<file path="src/rtl/tmr_pkg.sv">
// package: register map, field layout and carrier types of the timer0 start/stop block
package tmr_pkg;

  // register offsets on the host register port
  localparam logic [7:0] TMR_ADDR_RUN_CONTROL = 8'h0E;
  localparam logic [7:0] TMR_ADDR_SETUP       = 8'h0F;
  localparam logic [7:0] TMR_ADDR_RELOAD_HIGH = 8'h10;
  localparam logic [7:0] TMR_ADDR_RELOAD_LOW  = 8'h11;
  localparam logic [7:0] TMR_ADDR_COUNT_HIGH  = 8'h12;
  localparam logic [7:0] TMR_ADDR_COUNT_LOW   = 8'h13;

  // field positions
  localparam int TMR_NUM_TIMERS      = 4;
  localparam int TMR_ACTIVE_LSB      = 4;
  localparam int TMR_MASK_LSB        = 0;
  localparam int TMR_SETUP_HALT_BIT  = 7;
  localparam int TMR_SETUP_LAUNCH_LSB = 4;
  localparam int TMR_SETUP_RELOAD_BIT = 3;
  localparam int TMR_SETUP_TICK_LSB  = 0;

  // auto_launch_select codes
  localparam logic [1:0] TMR_LAUNCH_NEVER   = 2'h0;
  localparam logic [1:0] TMR_LAUNCH_TX_END  = 2'h1;
  localparam logic [1:0] TMR_LAUNCH_LFO     = 2'h2;
  localparam logic [1:0] TMR_LAUNCH_LFO_UF  = 2'h3;

  // tick_source_select codes
  localparam logic [1:0] TMR_TICK_FAST      = 2'h0;
  localparam logic [1:0] TMR_TICK_SLOW      = 2'h1;
  localparam logic [1:0] TMR_TICK_TIMER2    = 2'h2;
  localparam logic [1:0] TMR_TICK_TIMER1    = 2'h3;

  // reset values
  localparam logic [3:0] TMR_ACTIVE_RESET   = 4'h0;
  localparam logic [7:0] TMR_BYTE_RESET     = 8'h00;

  typedef struct packed {
    logic       halt_on_first_rx_bits;
    logic [1:0] auto_launch_select;
    logic       reload_at_zero;
    logic [1:0] tick_source_select;
  } tmr_setup_type;

  typedef struct packed {
    logic       wr;
    logic       rd;
    logic [7:0] addr;
    logic [7:0] wdata;
  } tmr_req_type;

  typedef struct packed {
    logic fast;
    logic slow;
    logic timer1_underflow;
    logic timer2_underflow;
  } tmr_ticks_type;

  typedef struct packed {
    logic tx_end;
    logic rx_first_bits;
  } tmr_frame_type;

endpackage

</file>
<file path="src/rtl/tmr_timer0.sv">
// timer section: shared start/stop register and the complete first down-counting timer
//
// How it works
// - masked write updates only selected running bits
// - mask bit n steers running bit n+4
// - running bit reads state; write starts/stops
// - halt bit stops timer0 after 4 rx bits
// - halt bit ignored in oscillator trimming modes
// - launch 00 never, 01 at transmission end
// - launch 10/11 trimming, start/stop on rising edges
// - reload bit set, launch other than 10: reload and continue at zero
// - reload bit clear, launch other than 10: stop at zero, clear running
// - every underflow sets the irq flag
// - tick select 00 fast, 01 slow
// - tick select 10 timer2, 11 timer1 underflow
// - start loads counter from 16-bit reload word
// - reload writes affect only next start or next reload at zero
// - low reload byte readable and writable register
// - count bytes readable; host avoids reading mid-reception
`timescale 1ns/1ps
module tmr_timer0 #(
  parameter int COUNT_WIDTH = 16
) (
  input  wire logic               clock,
  input  wire logic               arst_n,
  input  wire tmr_pkg::tmr_req_type   req,
  input  wire tmr_pkg::tmr_ticks_type ticks,
  input  wire tmr_pkg::tmr_frame_type frame,
  input  wire logic               lfo_pin,
  input  wire logic [2:0]         other_timer_done,
  input  wire logic               irq_clear,
  output logic [7:0]              rdata,
  output logic [3:0]              timer_active,
  output logic                    underflow,
  output logic                    timer_underflow_irq_flag
);

  // the count bytes and the reload word assume a counter of at most 16 bits
  if (COUNT_WIDTH < 9 || COUNT_WIDTH > 16) begin : g_bad_width
    $error("COUNT_WIDTH must lie between 9 and 16");
  end

  // register state
  tmr_pkg::tmr_setup_type setup_q, setup_d;
  logic [7:0]             reload_high_q, reload_high_d;
  logic [7:0]             reload_low_q, reload_low_d;
  logic [3:0]             active_q, active_d;
  logic [COUNT_WIDTH-1:0] count_q, count_d;
  logic                   underflow_q, underflow_d;
  logic                   irq_q, irq_d;
  logic [7:0]             rdata_q, rdata_d;
  logic                   lfo_meta_q, lfo_sync_q, lfo_last_q;

  // decoded helpers
  logic                   wr_run;
  logic                   lfo_mode;
  logic                   lfo_edge;
  logic                   tick;
  logic                   start;
  logic [15:0]            reload_word;
  logic [15:0]            count16;

  assign reload_word = {reload_high_q, reload_low_q};
  assign count16     = 16'(count_q);
  assign wr_run      = req.wr && (req.addr == tmr_pkg::TMR_ADDR_RUN_CONTROL);
  assign lfo_mode    = setup_q.auto_launch_select[1];
  // only the second and third stages are compared; the first may be metastable
  assign lfo_edge    = lfo_sync_q && !lfo_last_q;

  always_comb begin
    case (setup_q.tick_source_select)
      tmr_pkg::TMR_TICK_FAST:   tick = ticks.fast;
      tmr_pkg::TMR_TICK_SLOW:   tick = ticks.slow;
      tmr_pkg::TMR_TICK_TIMER2: tick = ticks.timer2_underflow;
      default:                  tick = ticks.timer1_underflow;
    endcase
  end

  // pin synchroniser for the trimming reference
  always_ff @(posedge clock or negedge arst_n) begin
    if (!arst_n) begin
      lfo_meta_q <= 1'b0;
      lfo_sync_q <= 1'b0;
      lfo_last_q <= 1'b0;
    end else begin
      lfo_meta_q <= lfo_pin;
      lfo_sync_q <= lfo_meta_q;
      lfo_last_q <= lfo_sync_q;
    end
  end

  // counter, running bits and events
  always_comb begin
    active_d    = active_q;
    count_d     = count_q;
    underflow_d = 1'b0;
    start       = 1'b0;
    for (int i = 1; i < tmr_pkg::TMR_NUM_TIMERS; i++) begin
      if (other_timer_done[i-1]) begin
        active_d[i] = 1'b0;
      end
    end
    if (active_q[0]) begin
      if (tick) begin
        if (count_q == '0) begin
          // trimming without underflow parks at zero
          if (setup_q.auto_launch_select != tmr_pkg::TMR_LAUNCH_LFO) begin
            underflow_d = 1'b1;
            if (setup_q.reload_at_zero) begin
              count_d = COUNT_WIDTH'(reload_word);
            end else begin
              active_d[0] = 1'b0;
            end
          end
        end else begin
          count_d = count_q - COUNT_WIDTH'(1);
        end
      end
      if (setup_q.halt_on_first_rx_bits && !lfo_mode && frame.rx_first_bits) begin
        active_d[0] = 1'b0;
      end
      if (lfo_mode && lfo_edge) begin
        active_d[0] = 1'b0;
      end
    end else begin
      if (setup_q.auto_launch_select == tmr_pkg::TMR_LAUNCH_TX_END && frame.tx_end) begin
        start = 1'b1;
      end
      if (lfo_mode && lfo_edge) begin
        start = 1'b1;
      end
    end
    // host write comes last so it overrides hardware events in the same cycle
    if (wr_run) begin
      for (int i = 0; i < tmr_pkg::TMR_NUM_TIMERS; i++) begin
        if (req.wdata[tmr_pkg::TMR_MASK_LSB + i]) begin
          active_d[i] = req.wdata[tmr_pkg::TMR_ACTIVE_LSB + i];
        end
      end
      if (req.wdata[tmr_pkg::TMR_MASK_LSB]) begin
        start = req.wdata[tmr_pkg::TMR_ACTIVE_LSB];
      end
    end
    if (start) begin
      active_d[0] = 1'b1;
      count_d     = COUNT_WIDTH'(reload_word);
    end
  end

  // sticky flag: a new underflow wins over a clear in the same cycle
  always_comb begin
    if (underflow_d) begin
      irq_d = 1'b1;
    end else if (irq_clear) begin
      irq_d = 1'b0;
    end else begin
      irq_d = irq_q;
    end
  end

  // host register writes and reads
  always_comb begin
    setup_d       = setup_q;
    reload_high_d = reload_high_q;
    reload_low_d  = reload_low_q;
    rdata_d       = rdata_q;
    if (req.wr) begin
      if (req.addr == tmr_pkg::TMR_ADDR_SETUP) begin
        setup_d.halt_on_first_rx_bits = req.wdata[tmr_pkg::TMR_SETUP_HALT_BIT];
        setup_d.auto_launch_select    = req.wdata[tmr_pkg::TMR_SETUP_LAUNCH_LSB +: 2];
        setup_d.reload_at_zero        = req.wdata[tmr_pkg::TMR_SETUP_RELOAD_BIT];
        setup_d.tick_source_select    = req.wdata[tmr_pkg::TMR_SETUP_TICK_LSB +: 2];
      end else if (req.addr == tmr_pkg::TMR_ADDR_RELOAD_HIGH) begin
        reload_high_d = req.wdata;
      end else if (req.addr == tmr_pkg::TMR_ADDR_RELOAD_LOW) begin
        reload_low_d = req.wdata;
      end
    end
    if (req.rd) begin
      if (req.addr == tmr_pkg::TMR_ADDR_RUN_CONTROL) begin
        rdata_d = {active_q, 4'h0};
      end else if (req.addr == tmr_pkg::TMR_ADDR_SETUP) begin
        rdata_d = {setup_q.halt_on_first_rx_bits, 1'b0, setup_q.auto_launch_select,
                   setup_q.reload_at_zero, 1'b0, setup_q.tick_source_select};
      end else if (req.addr == tmr_pkg::TMR_ADDR_RELOAD_HIGH) begin
        rdata_d = reload_high_q;
      end else if (req.addr == tmr_pkg::TMR_ADDR_RELOAD_LOW) begin
        rdata_d = reload_low_q;
      end else if (req.addr == tmr_pkg::TMR_ADDR_COUNT_HIGH) begin
        rdata_d = count16[15:8];
      end else if (req.addr == tmr_pkg::TMR_ADDR_COUNT_LOW) begin
        rdata_d = count16[7:0];
      end else begin
        rdata_d = tmr_pkg::TMR_BYTE_RESET;
      end
    end
  end

  always_ff @(posedge clock or negedge arst_n) begin
    if (!arst_n) begin
      setup_q       <= '0;
      reload_high_q <= tmr_pkg::TMR_BYTE_RESET;
      reload_low_q  <= tmr_pkg::TMR_BYTE_RESET;
      active_q      <= tmr_pkg::TMR_ACTIVE_RESET;
      count_q       <= '0;
      underflow_q   <= 1'b0;
      irq_q         <= 1'b0;
      rdata_q       <= tmr_pkg::TMR_BYTE_RESET;
    end else begin
      setup_q       <= setup_d;
      reload_high_q <= reload_high_d;
      reload_low_q  <= reload_low_d;
      active_q      <= active_d;
      count_q       <= count_d;
      underflow_q   <= underflow_d;
      irq_q         <= irq_d;
      rdata_q       <= rdata_d;
    end
  end

  assign rdata                    = rdata_q;
  assign timer_active             = active_q;
  assign underflow                = underflow_q;
  assign timer_underflow_irq_flag = irq_q;
endmodule // tmr_timer0

</file>
<file path="config.mk">
export PLATFORM = sky130hd
export DESIGN_NAME = tmr_timer0
export DESIGN_NICKNAME = d
export VERILOG_FILES = /design/src/rtl/tmr_pkg.sv /design/src/rtl/tmr_timer0.sv
export SDC_FILE = /design/constraint.sdc
export NUM_CORES = 1
export LEC_CHECK = 0
export ABC_AREA = 1
export BUFFER_PORTS_ARGS = -buffer_cell sky130_fd_sc_hd__buf_2
export CORE_ASPECT_RATIO = 0.6
export CORE_MARGIN = 1
export CORE_UTILIZATION = 35
export CTS_CLUSTER_DIAMETER = 80
export DETAILED_ROUTE_END_ITERATION = 10
export PLACE_DENSITY = 0.5
export SYNTH_ARGS = -nofsm -noshare
export SYNTH_HDL_FRONTEND = slang
export SYNTH_SLANG_ARGS = --single-unit
</file>
<file path="constraint.sdc">
create_clock -name clock -period 2.44 [get_ports clock]
set_input_delay 0.488 -clock clock [delete_from_list [all_inputs] [get_ports clock]]
set_output_delay 0.488 -clock clock [all_outputs]
set_load 0.1 [all_outputs]
</file>
==> metrics.md <==
| Metric | Value |
|---|---|
| Outcome | `completed` |
| Remaining design rule violation count | `0` |
| Worst slew margin | `0.569` |
| Fraction of final layout cells with drive strength greater than 1 | `0.136` |
| Area taken by flip-flops and latches | `~1400 µm²` |
| Area of the multi-input gates | `1800 µm²` |
| Count of nets after finishing | `~610` |
| DIE HEIGHT | `79.2 µm` |
| Largest net degree at the start of global routing | `36` |
| Syn-to-layout area delta | `15.2%` |
| Total power density per cell area | `approximately 860 nW/µm²` |
| Share of flip-flops with an asynchronous set or reset | `1.00` |
| Initial antenna violation count | `0` |
| Crit Reg-Reg Startpoint | `count16[0]` |
| CTS Hold Buffers Added | `0` |
| Total number of placement rows | `27` |
| X dimension of the die | `131 µm` |
| Category of the worst setup path capture point | `register` |
| Layout fillers | `between 1k and 1.5k` |
| Predominant post-synthesis flop cell | `dfrtp_1` |
| Number of global-route vias before repair | `3198` |
| Ys Warns | `0` |
| Ant. Diodes | `0` |
| Mapped Nets | `around 560` |
| Weighted congestion at the end of routability-driven global placement | `0.847` |
| Kind of critical path | `register to register` |
| Overall routing resource usage | `0.223` |
| Flops & latches, synth | `55` |
| Lkg Pwr | `between 2 and 2.5 nW` |
| Internal reg-to-reg setup slack | `around 360 ps` |
| Count of different cell masters after synthesis | `34` |
| HPWL after detailed placement | `around 8600 µm` |
| Number of detailed-route iterations in the first pass | `5` |
| Post-synth top area share | `0.396` |
| Setup crit start kind | `register` |
| Cell area after placement | `a little under 4000 µm²` |
| Min-delay worst type | `input pin to async pin` |
| Post-synthesis instance total | `between 500 and 600` |
| Path depth of the worst reg2reg path | `9` |
| Clock edge transition at the registers on the reported setup and hold paths | `80 ps` |
| Cells resized by post-CTS repair | `0` |
| Maximum achievable frequency | `482 MHz` |
| Period utilisation layout | `0.851` |
| Number of max-slew violations in the final report | `0` |
| Clock latency of the later-clocked register in the worst-skew pair | `roughly 300 ps` |
| CTS Root Cell | `clkbuf_16` |
| Initial Util | `0.369` |
| Clock tree buffer depth | `2` |
| Worst IR drop on VDD | `about 0.34 mV` |
| Number of vias per cell | `a little under 5` |
| Slew at the pin closest to its max-slew limit | `approximately 640 ps` |
| RSZ-0062 raised after global routing | `false` |
| Total number of vias | `between 3k and 4k` |
| Number of enable flip-flop cells after synthesis | `0` |
| Sequential element share of the synthesized area | `0.396` |
| Count of clock tree sinks | `between 50 and 60` |
| Worst slack at placement | `about 270 ps` |
| Average size of a mapped cell | `around 6.6 µm²` |
| TritonCTS clock tree | `yes` |
| Data arrival time of the critical path | `~2300 ps` |
| ANT nets after route | `0` |
| Max-cap violations | `0` |
| Cell Area, Synth | `between 3000 and 4000 µm²` |
| Sum of negative setup slack | `0 ps` |
| Most area-consuming cells after synthesis | `dfrtp_1 (40%), nand2_1 (21%), nand3_1 (8.5%), inv_1 (6.8%), nor2_1 (6.1%)` |
| Global-route wire length before repair | `17100 µm` |
| Critical Path RT | `between 2000 and 3000 ps` |
| Number of I/O port buffers | `44` |
| Avg WL per Cell | `around 15 µm` |
| # setup viols final | `0` |
| Iteration-0 DRC Markers | `275` |
| Finished layout cell area | `around 4000 µm²` |
| Final hold slack | `130 ps` |
| Reg-to-reg endpoint | `count16[10]` |
| Library cell with the largest summed area after synthesis | `dfrtp_1` |
| Final worst clock skew | `slightly above 8 ps` |
| Setup bufs post-CTS | `0` |
| Maximum level of the CTS H-tree | `2` |
| Final wirelength | `roughly 11000 µm` |
| Largest fanout on the critical path | `10` |
| Num ports | `45` |
| Core region area | `between 9000 and 10000 µm²` |
| Final Hold Viols | `0` |
| TritonCTS Buffers | `5` |
| Floorplan die area | `around 10000 µm²` |
| Overflow left after global routing | `0` |
| Min Tclk post-route | `a little over 2000 ps` |
| Final cell utilization of the core | `0.425` |
| Final worst-path setup slack | `363 ps` |
==> power by group <==
part | switching, mW | total [mW] | internal [mW]
clock network | 0.346 | 0.726 | 0.380
registers | 0.224 | 1.27 | 1.05
logic | 0.988 | 1.46 | 0.474
total | 1.56 | 3.46 | 1.90
==> kinds of logic after synthesis <==
kind of cell	after synthesis	synth area share
AO/OA/AOI/OAI	50	0.0734
XOR/XNOR	3	0.00755
adder cells (fa/ha/maj)	2	0.00719
buffers and inverters	75	0.0877
flip-flops	55	0.396
AND/OR/NAND/NOR	339	0.429
==> state kept, by name, summed over array words and instances (netlist names), 4 cells and up <==
name           count
timer_active       4
reload_high_q      8
reload_low_q       8
count16           16
rdata              8
setup_q            5
==> critical path: stages (launching register included) <==
cell	delay [ps]
dfrtp_1	450
inv_1	160
ha_1	280
nand2_1	80
nor3_1	170
nand3_1	140
nand3_1	420
nand2_1	110
nand3_1	100
nand2_1	50
==> synthesized netlist by cell type (all sizes together), types with 2 or more instances <==
library cell / instances
buf: 7
clkbuf: 2
inv: 65
nand2: 197
nand4: 3
or2: 3
dfrtp: 55
xnor2: 2
nor3: 8
nor2: 59
ha: 2
nand3b: 7
nand3: 60
o21ai: 46
==> metal layers <==
layer / global-route usage / routed length (µm) / up-vias
li1: - / - / 1749
met1: 0.363 / 5940 / 1588
met2: 0.298 / 4000 / 101
met3: 0.0337 / 645 / 5
met4: 0.0448 / 64 / 0
met5: 0 / 0 / -
==> layout by cell type, fill, tap and decap left out, drive strengths merged <==
cell,synthesis,layout
clkinvlp,0,2
dfrtp,55,55
nand2,197,197
clkinv,1,2
nand3b,7,7
xor2,1,1
a21oi,1,1
clkbuf,2,5
xnor2,2,2
or2,3,3
o21ai,46,46
inv,65,65
nor3,8,8
ha,2,2
o21bai,1,1
buf,7,52
or3,1,1
nor2,59,59
o22ai,1,1
nand4,3,3
nor3b,1,1
a31oi,1,1
nand3,60,60
==> worst max path at each step <==
| stage | depth (start not counted) | startpoint | end | slack (ps) |
|---|---|---|---|---|
| 3_3_place_gp | 9 | req[15] | count16[9] | 330 |
| 6_report | 9 | count16[0] | count16[10] | 360 |
| 4_1_cts | 11 | count16[0] | count16[4] | 410 |
| 2_1_floorplan | 8 | timer_active[0] | count16[1] | 510 |
| 5_1_grt | 11 | count16[0] | count16[6] | 180 |
| 3_5_place_dp | 9 | req[15] | count16[0] | 270 |
==> cell type report <==
class,instances,share of cell area
multi-input combinational,394,0.448
sequential,55,0.343
timing repair buffer,52,0.0699
inverter,66,0.0618
tap,130,0.0406
clock buffer,5,0.0312
clock inverter,3,0.00499
==> stage by stage <==
stage	instances	total power, mW
CTS	705	3.45
global route	705	3.73
finish	705	3.46
global placement	697	2.74
detailed placement	697	2.72
floorplan	524	2.27
Note: power is estimated with default switching activity, not from simulation.
